## src/verilog/xover_pkg.sv

```systemverilog
package xover_pkg;
  // Management register offsets
  localparam logic [4:0] BASIC_CONTROL_OFS = 5'h00;
  localparam logic [4:0] VENDOR_CONFIG_ONE_OFS = 5'h10;
  localparam logic [4:0] EXPANDED_ACCESS_MODE_OFS = 5'h16;
  localparam logic [4:0] EXPANDED_MEMORY_DATA_OFS = 5'h1d;
  localparam logic [4:0] EXPANDED_MEMORY_POINTER_OFS = 5'h1e;
  // Field positions
  localparam int POWER_DOWN_BIT = 11;
  localparam int COMPAT_MODE_BIT = 10;
  localparam int XOVER_DIS_BIT = 0;
  // Access mode codes
  localparam logic [15:0] MODE_EXP_8BIT = 16'h000d;
  localparam logic [15:0] MODE_EXP_16BIT = 16'h0006;
  // Internal location of the crossover control byte
  localparam logic [15:0] XOVER_LOC = 16'h808b;
  // Reset values
  localparam logic [15:0] BASIC_CONTROL_RST = 16'h0000;
  localparam logic [15:0] VENDOR_CONFIG_ONE_RST = 16'h0000;
  localparam logic [15:0] ACCESS_MODE_RST = 16'h0000;
  localparam logic [15:0] POINTER_RST = 16'h0000;
  localparam logic [15:0] LFSR_SEED = 16'hace1;
  // Timing
  localparam int CLK_MHZ = 200;
  localparam int MDIX_PERIOD_US = 150;
  localparam int FLP_PERIOD_US = 125;
  localparam int FLP_TOL_US = 14;
  localparam int MDIX_PERIOD_CYC = MDIX_PERIOD_US * CLK_MHZ;
  localparam int FLP_PERIOD_CYC = FLP_PERIOD_US * CLK_MHZ;
endpackage : xover_pkg
```

## src/verilog/phy_crossover_config.sv

```systemverilog
// Function
// - Mode 000D routes data port to memory
// - Writing 0001 there disables automatic crossover
// - Auto crossover emits pulses every 150 us
// - Fast link pulses every 125 us
// - Crossover off: random pair at start
// - Compat mode from strap or bit 10
// - Interrupt is driven push-pull, either polarity
// - Floating strap takes internal default value
// - Pointer increments after each data access in expanded mode
// - 8-bit mode stores low byte only
`timescale 1ns/1ps
module phy_crossover_config #(
  parameter int MDIX_CYC = xover_pkg::MDIX_PERIOD_CYC,
  parameter int FLP_CYC = xover_pkg::FLP_PERIOD_CYC,
  parameter int MEM_AW = 6,
  parameter bit INT_ACTIVE_HIGH = 1'b1,
  parameter bit COMPAT_STRAP_DEFAULT = 1'b0
) (
  input wire logic mclk,
  input wire logic rst_n,
  input wire logic ce,
  input wire logic [4:0] reg_addr,
  input wire logic [15:0] reg_wdata,
  input wire logic reg_wr,
  input wire logic reg_rd,
  output logic [15:0] reg_rdata,
  output logic reg_ack,
  input wire logic compat_strap_in,
  input wire logic compat_strap_pulled,
  output logic compat_mode,
  output logic auto_xover_en,
  output logic pair_crossed,
  output logic mdix_pulse,
  output logic flp_pulse,
  output logic powered_down,
  output logic int_out
);
  initial begin
    if (MEM_AW < 1 || MEM_AW > 14) $error("phy_crossover_config: MEM_AW out of range");
  end

  // Reset release through two flops
  logic rs1_r;
  logic rs2_r;
  always_ff @(posedge mclk or negedge rst_n) begin
    if (!rst_n) begin
      rs1_r <= 1'b0;
      rs2_r <= 1'b0;
    end else begin
      rs1_r <= 1'b1;
      rs2_r <= rs1_r;
    end
  end
  logic srst_n;
  assign srst_n = rs2_r;

  // Strap pins come from outside, two flops before use
  // No reset here: the pair fills with the pin level during reset, so the one-shot latch never sees a stale zero
  logic [1:0] st1_r;
  logic [1:0] st2_r;
  always_ff @(posedge mclk) begin
    if (ce) begin
      st1_r <= {compat_strap_pulled, compat_strap_in};
      st2_r <= st1_r;
    end
  end

  logic [7:0] mem [2**MEM_AW];
  logic [15:0] ctrl_r, ctrl_nxt;
  logic [15:0] vcfg_r, vcfg_nxt;
  logic [15:0] mode_r, mode_nxt;
  logic [15:0] ptr_r, ptr_nxt;
  logic [15:0] data_r, data_nxt;
  logic [15:0] rdata_r, rdata_nxt;
  logic ack_r, ack_nxt;
  logic pend_r, pend_nxt;
  logic xdis_r, xdis_nxt;
  logic cross_r, cross_nxt;
  logic strap_r, strap_nxt;
  logic strap_done_r, strap_done_nxt;
  logic irq_r, irq_nxt;
  logic start_r, start_nxt;
  logic [15:0] lfsr_r, lfsr_nxt;
  logic mem_we;
  logic [MEM_AW-1:0] mem_wa;
  logic [7:0] mem_wd;
  logic exp_on;
  logic data_acc;
  logic [7:0] rd_byte;
  logic pd_rise_clear;

  assign exp_on = (mode_r == xover_pkg::MODE_EXP_8BIT) || (mode_r == xover_pkg::MODE_EXP_16BIT);
  assign data_acc = (reg_wr || reg_rd) && !pend_r && reg_addr == xover_pkg::EXPANDED_MEMORY_DATA_OFS;
  // Crossover byte lives in its own flop so the line logic sees it directly
  assign rd_byte = (ptr_r == xover_pkg::XOVER_LOC) ? {7'h00, xdis_r} : mem[ptr_r[MEM_AW-1:0]];
  assign pd_rise_clear = ctrl_r[xover_pkg::POWER_DOWN_BIT];

  // Register file, expanded memory access and crossover state
  always_comb begin
    ctrl_nxt = ctrl_r;
    vcfg_nxt = vcfg_r;
    mode_nxt = mode_r;
    ptr_nxt = ptr_r;
    data_nxt = data_r;
    rdata_nxt = rdata_r;
    ack_nxt = 1'b0;
    pend_nxt = 1'b0;
    xdis_nxt = xdis_r;
    irq_nxt = irq_r;
    mem_we = 1'b0;
    mem_wa = ptr_r[MEM_AW-1:0];
    mem_wd = 8'h00;
    if (pend_r) begin
      // Second half of a 16-bit write: low byte to the next location
      mem_we = 1'b1;
      mem_wd = data_r[7:0];
      ptr_nxt = ptr_r + 16'h0001;
      ack_nxt = 1'b1;
    end else if (reg_wr) begin
      case (reg_addr)
        xover_pkg::BASIC_CONTROL_OFS: ctrl_nxt = reg_wdata;
        xover_pkg::VENDOR_CONFIG_ONE_OFS: vcfg_nxt = reg_wdata;
        xover_pkg::EXPANDED_ACCESS_MODE_OFS: mode_nxt = reg_wdata;
        xover_pkg::EXPANDED_MEMORY_POINTER_OFS: ptr_nxt = reg_wdata;
        xover_pkg::EXPANDED_MEMORY_DATA_OFS: begin
          data_nxt = reg_wdata;
          if (exp_on) begin
            mem_we = 1'b1;
            ptr_nxt = ptr_r + 16'h0001;
            if (mode_r == xover_pkg::MODE_EXP_16BIT) begin
              mem_wd = reg_wdata[15:8];
              pend_nxt = 1'b1;
            end else begin
              mem_wd = reg_wdata[7:0];
            end
          end
        end
        default: ;
      endcase
      ack_nxt = !(exp_on && mode_r == xover_pkg::MODE_EXP_16BIT && data_acc);
    end else if (reg_rd) begin
      case (reg_addr)
        xover_pkg::BASIC_CONTROL_OFS: rdata_nxt = ctrl_r;
        xover_pkg::VENDOR_CONFIG_ONE_OFS: rdata_nxt = vcfg_r;
        xover_pkg::EXPANDED_ACCESS_MODE_OFS: rdata_nxt = mode_r;
        xover_pkg::EXPANDED_MEMORY_POINTER_OFS: rdata_nxt = ptr_r;
        xover_pkg::EXPANDED_MEMORY_DATA_OFS: begin
          if (exp_on) begin
            rdata_nxt = {8'h00, rd_byte};
            ptr_nxt = ptr_r + 16'h0001;
          end else begin
            rdata_nxt = data_r;
          end
        end
        default: rdata_nxt = 16'h0000;
      endcase
      ack_nxt = 1'b1;
      if (reg_addr == xover_pkg::BASIC_CONTROL_OFS) irq_nxt = 1'b0;
    end
    // Crossover control byte write; the event flag set wins over a same-cycle clear
    if (mem_we && ((pend_r ? ptr_r : ptr_r) == xover_pkg::XOVER_LOC)) begin
      xdis_nxt = (mem_wd == 8'h01);
      if (mem_wd == 8'h01) irq_nxt = 1'b1;
    end
  end

  // Strap capture after release, random pair pick at each start while crossover is disabled
  always_comb begin
    strap_nxt = strap_r;
    strap_done_nxt = 1'b1;
    lfsr_nxt = {lfsr_r[14:0], lfsr_r[15] ^ lfsr_r[13] ^ lfsr_r[12] ^ lfsr_r[10]};
    cross_nxt = cross_r;
    start_nxt = pd_rise_clear;
    if (!strap_done_r) begin
      strap_nxt = st2_r[1] ? st2_r[0] : COMPAT_STRAP_DEFAULT;
    end
    if (start_r && !pd_rise_clear) begin
      // Leaving power-down is the start point for the pair choice
      if (xdis_r) cross_nxt = lfsr_r[0];
    end else if (!xdis_r && mdix_pulse) begin
      cross_nxt = !cross_r; // Auto crossover hunts by swapping pairs
    end
  end

  always_ff @(posedge mclk or negedge srst_n) begin
    if (!srst_n) begin
      ctrl_r <= xover_pkg::BASIC_CONTROL_RST;
      vcfg_r <= xover_pkg::VENDOR_CONFIG_ONE_RST;
      mode_r <= xover_pkg::ACCESS_MODE_RST;
      ptr_r <= xover_pkg::POINTER_RST;
      data_r <= 16'h0000;
      rdata_r <= 16'h0000;
      ack_r <= 1'b0;
      pend_r <= 1'b0;
      xdis_r <= 1'b0;
      irq_r <= 1'b0;
      strap_r <= 1'b0;
      strap_done_r <= 1'b0;
      lfsr_r <= xover_pkg::LFSR_SEED;
      cross_r <= 1'b0;
      start_r <= 1'b1;
    end else if (ce) begin
      ctrl_r <= ctrl_nxt;
      vcfg_r <= vcfg_nxt;
      mode_r <= mode_nxt;
      ptr_r <= ptr_nxt;
      data_r <= data_nxt;
      rdata_r <= rdata_nxt;
      ack_r <= ack_nxt;
      pend_r <= pend_nxt;
      xdis_r <= xdis_nxt;
      irq_r <= irq_nxt;
      strap_r <= strap_nxt;
      strap_done_r <= strap_done_nxt;
      lfsr_r <= lfsr_nxt;
      cross_r <= cross_nxt;
      start_r <= start_nxt;
    end
  end

  // Memory has no reset; contents are whatever the host loads
  always_ff @(posedge mclk) begin
    if (ce && mem_we) mem[mem_wa] <= mem_wd;
  end

  logic line_run;
  assign line_run = !ctrl_r[xover_pkg::POWER_DOWN_BIT];

  pulse_timer #(.PERIOD(MDIX_CYC)) u_mdix (
    .mclk(mclk),
    .rst_n(srst_n),
    .ce(ce),
    .run(line_run && !xdis_r),
    .pulse(mdix_pulse)
  );

  pulse_timer #(.PERIOD(FLP_CYC)) u_flp (
    .mclk(mclk),
    .rst_n(srst_n),
    .ce(ce),
    .run(line_run),
    .pulse(flp_pulse)
  );

  // Push-pull interrupt, driven both ways, never open drain
  assign int_out = INT_ACTIVE_HIGH ? irq_r : !irq_r;
  assign compat_mode = strap_r | vcfg_r[xover_pkg::COMPAT_MODE_BIT];
  assign auto_xover_en = !xdis_r;
  assign pair_crossed = cross_r;
  assign powered_down = ctrl_r[xover_pkg::POWER_DOWN_BIT];
  assign reg_rdata = rdata_r;
  assign reg_ack = ack_r;

  xdis_set_a: assert property (@(posedge mclk) disable iff (!srst_n)
    ce && reg_wr && !pend_r && reg_addr == xover_pkg::EXPANDED_MEMORY_DATA_OFS && reg_wdata == 16'h0001
    && mode_r == xover_pkg::MODE_EXP_8BIT && ptr_r == xover_pkg::XOVER_LOC |=> !auto_xover_en)
    else $error("crossover not disabled by data write");
  ptr_inc_a: assert property (@(posedge mclk) disable iff (!srst_n)
    ce && reg_rd && !pend_r && exp_on && reg_addr == xover_pkg::EXPANDED_MEMORY_DATA_OFS
    |=> ptr_r == $past(ptr_r) + 16'h0001)
    else $error("pointer did not advance after data read");
  low_byte_a: assert property (@(posedge mclk) disable iff (!srst_n)
    mem_we && !pend_r && mode_r == xover_pkg::MODE_EXP_8BIT |-> mem_wd == reg_wdata[7:0])
    else $error("8-bit mode stored wrong byte");
  exp_gate_a: assert property (@(posedge mclk) disable iff (!srst_n)
    mem_we |-> exp_on || pend_r)
    else $error("memory written outside expanded mode");
  mdix_gap_a: assert property (@(posedge mclk) disable iff (!srst_n)
    ce && mdix_pulse |=> !mdix_pulse)
    else $error("crossover pulses back to back");
  mdix_off_a: assert property (@(posedge mclk) disable iff (!srst_n)
    !auto_xover_en && $past(!auto_xover_en) |-> !mdix_pulse)
    else $error("crossover pulse while disabled");
  pair_hold_a: assert property (@(posedge mclk) disable iff (!srst_n)
    !auto_xover_en && !start_r && $past(!auto_xover_en) && $past(!start_r) |-> $stable(pair_crossed))
    else $error("pair changed while crossover disabled");
  compat_a: assert property (@(posedge mclk) disable iff (!srst_n)
    vcfg_r[xover_pkg::COMPAT_MODE_BIT] |-> compat_mode)
    else $error("compat bit did not enable mode");
  int_drive_a: assert property (@(posedge mclk) disable iff (!srst_n)
    ce && mem_we && ptr_r == xover_pkg::XOVER_LOC && mem_wd == 8'h01 |=> int_out == INT_ACTIVE_HIGH)
    else $error("interrupt not driven active after crossover disable");
  pend_ack_a: assert property (@(posedge mclk) disable iff (!srst_n)
    ce && pend_r |=> reg_ack ##1 !pend_r)
    else $error("16-bit write not completed");
endmodule : phy_crossover_config

```

## src/verilog/pulse_timer.sv

```systemverilog
`timescale 1ns/1ps
// Emits a one-cycle pulse every PERIOD enabled cycles while run is high
module pulse_timer #(
  parameter int PERIOD = 25000
) (
  input wire logic mclk,
  input wire logic rst_n,
  input wire logic ce,
  input wire logic run,
  output logic pulse
);
  localparam int CW = $clog2(PERIOD + 1);
  initial begin
    if (PERIOD < 2) $error("pulse_timer: PERIOD must be at least 2");
  end
  logic [CW-1:0] cnt_r;
  logic [CW-1:0] cnt_nxt;
  logic pulse_r;
  logic pulse_nxt;

  // Restart from zero whenever run drops, so the first pulse is a full period late
  always_comb begin
    cnt_nxt = cnt_r;
    pulse_nxt = 1'b0;
    if (!run) begin
      cnt_nxt = '0;
    end else if (cnt_r == CW'(PERIOD - 1)) begin
      cnt_nxt = '0;
      pulse_nxt = 1'b1;
    end else begin
      cnt_nxt = cnt_r + 1'b1;
    end
  end

  always_ff @(posedge mclk or negedge rst_n) begin
    if (!rst_n) begin
      cnt_r <= '0;
      pulse_r <= 1'b0;
    end else if (ce) begin
      cnt_r <= cnt_nxt;
      pulse_r <= pulse_nxt;
    end
  end

  assign pulse = pulse_r;
endmodule : pulse_timer

```

## config.mk

```make
export PLATFORM = sky130hd
export DESIGN_NAME = phy_crossover_config
export DESIGN_NICKNAME = d
export VERILOG_FILES = /design/src/verilog/xover_pkg.sv /design/src/verilog/phy_crossover_config.sv /design/src/verilog/pulse_timer.sv
export SDC_FILE = /design/constraint.sdc
export NUM_CORES = 1
export LEC_CHECK = 0
export ABC_CLOCK_PERIOD_IN_PS = 13940
export BUFFER_PORTS_ARGS = -buffer_cell sky130_fd_sc_hd__buf_2
export CAP_MARGIN = 20
export CELL_PAD_IN_SITES_DETAIL_PLACEMENT = 1
export CELL_PAD_IN_SITES_GLOBAL_PLACEMENT = 1
export CORE_ASPECT_RATIO = 0.7
export CORE_UTILIZATION = 25
export DETAILED_ROUTE_END_ITERATION = 7
export GPL_TIMING_DRIVEN = 1
export PLACE_DENSITY = 0.52
export SETUP_SLACK_MARGIN = 0.3
export SLEW_MARGIN = 20
export SYNTH_ARGS = -nofsm -noshare
export SYNTH_HDL_FRONTEND = slang
export SYNTH_SLANG_ARGS = --single-unit
```

## constraint.sdc

```tcl
create_clock -name mclk -period 13.94 [get_ports mclk]
set_input_delay 0.697 -clock mclk [delete_from_list [all_inputs] [get_ports mclk]]
set_output_delay 0.697 -clock mclk [all_outputs]
set_load 0.01 [all_outputs]
```

**After elaboration in Yosys (flattened, before gate mapping)**

Memory sizes are Yosys's and may differ from the RTL's.
Index checks and enable logic that the tools add are counted.

- Register bits after elaboration: 158
- Bits in latches: 0
- Memory bits (writable): 512
- Memory bits (read-only): 0
- Input bits: 28
- Output and inout bits: 24
- Logic and storage cells: 121
- Memories kept: 1

Memory list:

| name | depth | bits a word | read ports | clocked after memory_dff | write ports | RTL line | RTL |
|---|---|---|---|---|---|---|---|
| mem | 64 | 8 | 1 | 0 | 1 | phy_crossover_config.sv:69 | `logic [7:0] mem [2**MEM_AW];` |

- Add/subtract/negate cells: 3
- Multipliers: 0
- Divide/modulo/power cells: 0
- Order comparisons: 0
- Eq/ne operators: 11
- Shift operators: 0
- Multiplexer cells: 46
- Bitwise logic cells: 7
- Reductions and logical operators: 30

Operators with widths:

| operator | number |
|---|---|
| 16-bit two-way mux | 6 |
| 16-bit one-hot mux with 5 select lines | 1 |
| 15-bit two-way mux | 4 |
| 8-bit two-way mux | 6 |
| 16-bit one-hot mux with 2 select lines | 1 |
| 15-bit by 1-bit adder with 15-bit output, second input constant | 2 |
| 15-bit == test, second input constant | 2 |
| 1-bit two-way mux | 28 |
| 4-bit AND reduction | 6 |
| 5-bit == test, second input constant | 4 |
| 16-bit by 1-bit adder with 16-bit output, second input constant | 1 |
| 16-bit == test, second input constant | 1 |
| 16-bit by 3-bit == test with 1-bit output, second input constant | 1 |
| 16-bit by 4-bit == test with 1-bit output, second input constant | 1 |
| 1-bit logical AND | 9 |
| 3-bit nonzero test | 3 |
| 8-bit by 1-bit == test with 1-bit output, second input constant | 1 |
| 1-bit zero test | 5 |
| 5-bit zero test | 1 |
| 2-bit AND reduction | 2 |
| 1-bit inverter | 3 |
| 3-bit AND reduction | 1 |
| 1-bit bitwise XOR | 3 |
| 1-bit logical OR | 2 |
| 3 further kinds | 3 |

**Longest topological paths before layout**

- Depth after elaboration: 9
- Mapped depth: 11
- Mapped depth without buffers: 8

**Modules after synthesis**

A second synthesis with hierarchy kept.

- Cell total of the unflattened synthesis: 1902
- Area total of the unflattened synthesis: 28586.2 µm²

By module, submodules not included:

| module | times used | cells each | area each (µm²) | sequential area each (µm²) |
|---|---|---|---|---|
| phy_crossover_config | 1 | 1719 | 26755.7 | 18559.0 |
| pulse_timer (u_flp) | 1 | 95 | 947.2 | 400.4 |
| pulse_timer (u_mdix) | 1 | 88 | 883.3 | 400.4 |

**Least setup slack after synthesis**

Ideal clock, no wire load.

- Path type: flip-flop to flip-flop
- From: reg mode_r[12]
- To: mem mem[0][6], data pin
- Setup time: 0.702 ns
- Data arrival time: 4.357 ns
- Data required time: 13.238 ns
- Setup slack: 8.881 ns
- Stages on the path, launching flop included: 7
- Path buffers: 1
- Clock period less this slack: 5.059 ns
- Cells stage by stage: dfrtp_1 or4_4 nor4_4 and2_1 buf_2 mux2i_1 o21ai_0

- Cells in the longest elaborated chain, start to end: 6
- Elaborated cells between the ends (all ways): 8
- Classes of those cells: eq/ne: 2; mux: 5; reduce/logical: 1

Ends and longest elaborated chain:

| element | RTL line | RTL |
|---|---|---|
| start, declared | phy_crossover_config.sv:72 | `logic [15:0] mode_r, mode_nxt;` |
| start signal, assigned | phy_crossover_config.sv:190 | `mode_r <= xover_pkg::ACCESS_MODE_RST;` |
| start signal, assigned | phy_crossover_config.sv:206 | `mode_r <= mode_nxt;` |
| 16-bit by 3-bit == test with 1-bit output or 16-bit by 4-bit == test with 1-bit output (tied branches) | phy_crossover_config.sv:93, phy_crossover_config.sv:131 |  |
| 8-bit two-way mux or 1-bit logical OR (tied branches) | phy_crossover_config.sv:131, phy_crossover_config.sv:93 |  |
| 8-bit two-way mux (*) | phy_crossover_config.sv:128 | `if (exp_on) begin` |
| 8-bit two-way mux (*) | phy_crossover_config.sv:121 | `case (reg_addr)` |
| 8-bit two-way mux (*) | phy_crossover_config.sv:120 | `end else if (reg_wr) begin` |
| 8-bit two-way mux (*) | phy_crossover_config.sv:114 | `if (pend_r) begin` |
| named net mem_wd[6] | phy_crossover_config.sv:87 | `logic [7:0] mem_wd;` |
| end, declared | phy_crossover_config.sv:69 |  |

The timed path passes the listed nets; every way through them passes the cells marked *.

**Worst setup path in the final report**

- From: reg ptr_r[2]
- To: reg rdata_r[6] (netlist: reg_rdata[6])

- Cells in the longest elaborated chain, start to end: 4
- Elaborated cells between the ends (all ways): 5
- Classes of those cells: eq/ne: 1; mux: 3; memory: 1

Ends and longest elaborated chain:

| element | RTL line | RTL |
|---|---|---|
| start, declared | phy_crossover_config.sv:73 | `logic [15:0] ptr_r, ptr_nxt;` |
| start signal, assigned | phy_crossover_config.sv:191 | `ptr_r <= xover_pkg::POINTER_RST;` |
| start signal, assigned | phy_crossover_config.sv:207 | `ptr_r <= ptr_nxt;` |
| memory read 64 x 8 bit or 16-bit == test (tied branches) | n/a |  |
| 8-bit two-way mux (*) | phy_crossover_config.sv:96 | `assign rd_byte = (ptr_r == xover_pkg::XOVER_LOC) ? {7'h00, xdis_r} : mem[ptr_r[MEM_AW-1:0]];` |
| 16-bit two-way mux (*) | phy_crossover_config.sv:149 | `if (exp_on) begin` |
| 16-bit one-hot mux with 5 select lines (*) | phy_crossover_config.sv:143 | `case (reg_addr)` |
| end signal, assigned | phy_crossover_config.sv:209 | `rdata_r <= rdata_nxt;` |
| end, declared | phy_crossover_config.sv:75 | `logic [15:0] rdata_r, rdata_nxt;` |

Every way passes the cells marked *; elsewhere a longest branch is shown, timed or not.
A chain may end at the register's enable or synchronous reset.

==> impl_metrics.yaml <==
run_status:
  run_status: "finished, final reports clean"
floorplan:
  coreArea_sq_um: 111000
  floorplan.initialDensity_pct: 25.3
  die-height_um: 283
  die-width_um: 403
  pin_count: 52
  cell_row_count: 102
  design.die.area_sq_um: 114000
sta:
  fin_tns_setup_ps: 0
  timing.final.crit_share_pct: 31.2
  worst-slew-pin-transition_ps: 1140
  post-route-min-period_ps: 4350
  hold_ws_ps: 265
  setup-violations-final: 0
  clock-skew-final_ps: 26.5
  slew_viol_final: 0
  max_clock_freq_ghz: 0.230
  final-hold-violation-count: 0
  unrepaired_setup_endpoints_after_global_routing: "no"
  relSlewSlack_pct: 23.8
detailed_routing:
  drt.antenna.violating_nets: 0
  finalWirelength_um: 94900
  routed_wire_length_per_instance_um: 26.9
  vias_after_detailed_routing: 18000
  route.layer.met1.wl_um: 45900
  dr.pass1.iters: 5
  drc: 0
  drt_iter0_markers: 1793
  detailroute.wirelength.met2_um: 39200
  met3WireLength_um: 7870
  routed_via_density: 5.08
  top_layer: "met4"
power_and_ir_drop:
  worst_ir_drop_vdd_mv: 0.0806
  p_switching_mw: 1.32
  switching_share_pct: 27.2
  pwr-share-clk_pct: 39.1
  p_per_area_nw_per_um2: 150
  power.static_leakage_nw: 10.1
  combinational_power_share_pct: 13.6
  p_seq_share_pct: 47.3
  p_int_mw: 3.54
clocking:
  clock_tree_from_tritoncts: "yes"
  numCtsBuffers: 70
  post-cts-setup-buffer-count: 0
  cts_sinks: 670
  cts.root.buffer_cell: "clkbuf_16"
  cts.htree.levels: 3
  largest_buffer_count_on_any_clock_path: 3
  ctsHoldBuffers: 1
  cts_repair_resize_count: 0
  clk_transition_reported_paths_ps: 70
  clk_latency_ps: 620
global_route:
  grt_overflow_total: 0
  grt_resource_usage_total_pct: 16.4
  antenna_found_initial: 2
  maximum_number_of_pins_on_one_net_before_global_route_repair: 94
  grt_pass1_wl_um: 136000
  first_global_vias: 18300
layout:
  drive_above_1_share_pct: 19.1
  final_nets: 2000
  syn2layout_area_growth_pct: 15.1
  fill_cells: 11800
  finalNonFillerCells: 3532
  diodes: 0
synthesis:
  synthDistinctLibCells: 84
  mappedNetlistArea_sq_um: 28200
  most_numerous_cell_in_the_yosys_netlist: "edfxtp_1"
  synth_top_cells_by_area: "edfxtp_1 55%, dfrtp_1 13%, mux2_2 5.0%, mux2i_1 4.2%, nor2_1 1.9%"
  yosys.area.top_type: "edfxtp_1"
  yosys.area.top_type_share_pct: 55.0
  synth_enable_flop_cells: 516
  syn_avg_cell_area_sq_um: 14.6
  ys_warn_count: 0
  synthesis.instances: 1930
  synth-async-reset-ratio_pct: 23.0
  synth-main-ff-cell: "edfxtp_1"
  synth-seq-cells: 670
  ranking_of_synthesized_cells_by_instance_count: "516 x edfxtp_1, 145 x dfrtp_1, 145 x nor2_1, 125 x mux2_2, 117 x mux2i_1"
  synth.yosys.seq_area_share_pct: 68.7
  mappedNetlistNets: 1961
place:
  place_hpwl_um: 60000
  numPlacedInstances: 3404
  port_buffer_cells: 51
  globalplace.congestion: 0.869
critical_path:
  cp-start-kind: "flip-flop"
  cp.required_ps: 14440
  worst_setup_path_end_kind: "flip-flop"
  timing.critical_path.fanout_max: 93
  worst-setup-path-type: "reg -> reg"
  worst_ep_arrival_time_ps: 4850
  worst-r2r-setup-slack_ps: 9590
worst_hold_path:
  hold_path_class: "in -> reg"
flow_run:
  cap_violations: 0
-- metal layers --
metal | vias up | GRT usage, %
met2 | 641 | 23.2
met5 | - | 0
met3 | 130 | 4.59
li1 | 7625 | -
met1 | 9559 | 24.5
met4 | 0 | 4.00
-- critical path, cell delays in order, from the launching register on --
cell and delay, ps:
dfrtp_4 900, buf_12 540, nor2b_2 360, buf_4 430
a21oi_1 120, nand3_1 220, nand2_1 150, nor3_1 690
o211ai_1 250, a221o_1 390
-- final timing paths --
kind | from | endpoint | depth (start not counted)
max in group asynchronous | rs2_r | u_flp.cnt_r[13] | 2
setup / recovery | ptr_r[2] | reg_rdata[6] | 9
hold reg to reg | rs1_r | rs2_r | 0
setup reg to reg | ptr_r[2] | reg_rdata[6] | 9
hold / removal | compat_strap_in | st1_r[0] | 1
min in group asynchronous | rst_n | rs2_r | 2
-- layout make-up --
class,instances,area (sq um),share of cell area [%]
Sequential cell,670,19400,59.7
Multi-Input combinational cell,1126,8290,25.6
Clock buffer,94,1920,5.91
Tap cell,1508,1890,5.82
Timing Repair Buffer,90,571,1.76
Clock inverter,33,349,1.08
Inverter,11,41.3,0.127
-- power by group through the flow --
stage | Sequential, mW | Combinational, mW | Clock [mW]
after floorplan | 2.29 | 0.437 | 0
final | 2.30 | 0.661 | 1.90
after detailed placement | 2.34 | 0.650 | 0
after global placement | 2.34 | 0.644 | 0
after global routing | 2.31 | 0.698 | 2.01
after CTS | 2.30 | 0.651 | 1.95
-- flip-flops by register name, summed over array words and instances (netlist names), 2 cells and up --
name	count
st2_r	2
mem	512
reg_rdata	16
ctrl_r	16
u_mdix.cnt_r	15
data_r	16
lfsr_r	16
st1_r	2
u_flp.cnt_r	15
ptr_r	16
mode_r	16
vcfg_r	16
-- metrics by stage --
stage	cell area, sq um	utilization, %	total power [mW]	setup slack (ps)
2_1_floorplan	28200	-	2.72	8880
3_3_place_gp	30100	27.1	2.98	9710
3_5_place_dp	30100	27.1	2.99	9590
4_1_cts	32400	29.2	4.90	9870
5_1_grt	32400	29.2	5.02	9580
6_report	32400	29.2	4.87	9590
-- cell families after synthesis --
group	count (synthesis)	share of synthesized area [%]
AO/OA/AOI/OAI	439	10.6
XOR/XNOR	12	0.373
adder cells (fa/ha/maj)	3	0.133
buffers and inverters	134	2.30
flip-flops	670	68.7
multiplexers	267	11.1
other	1	0.0133
AND/OR/NAND/NOR	404	6.79
-- layout by cell type (no fill, tap or decap), types with 9 or more instances in the layout --
cell       Yosys  layout
clkinv_1       1      13
buf_4         13      35
mux2i_1      117     117
nor2_1       145     142
mux4_2        24      24
a21oi_1       91      90
nand3_1       35      34
a22oi_1       52      52
o2bb2ai_1      9       9
clkbuf_16      0      73
a221oi_1      35      35
clkbuf_1      60      20
o31ai_1       10      10
inv_1         10      10
o21ai_0       82      75
nor3_1        15      14
a31oi_1       14      14
dfstp_2        9       9
nand4_1        9       9
a22o_1        28      28
a221o_1       11      11
mux2_2       125     125
dfrtp_1      145     141
o22ai_1       38      38
buf_2         34      51
edfxtp_1     516     516
nand2_1      106     106
and3_1        26      26
(Power assumes the default switching activity.)
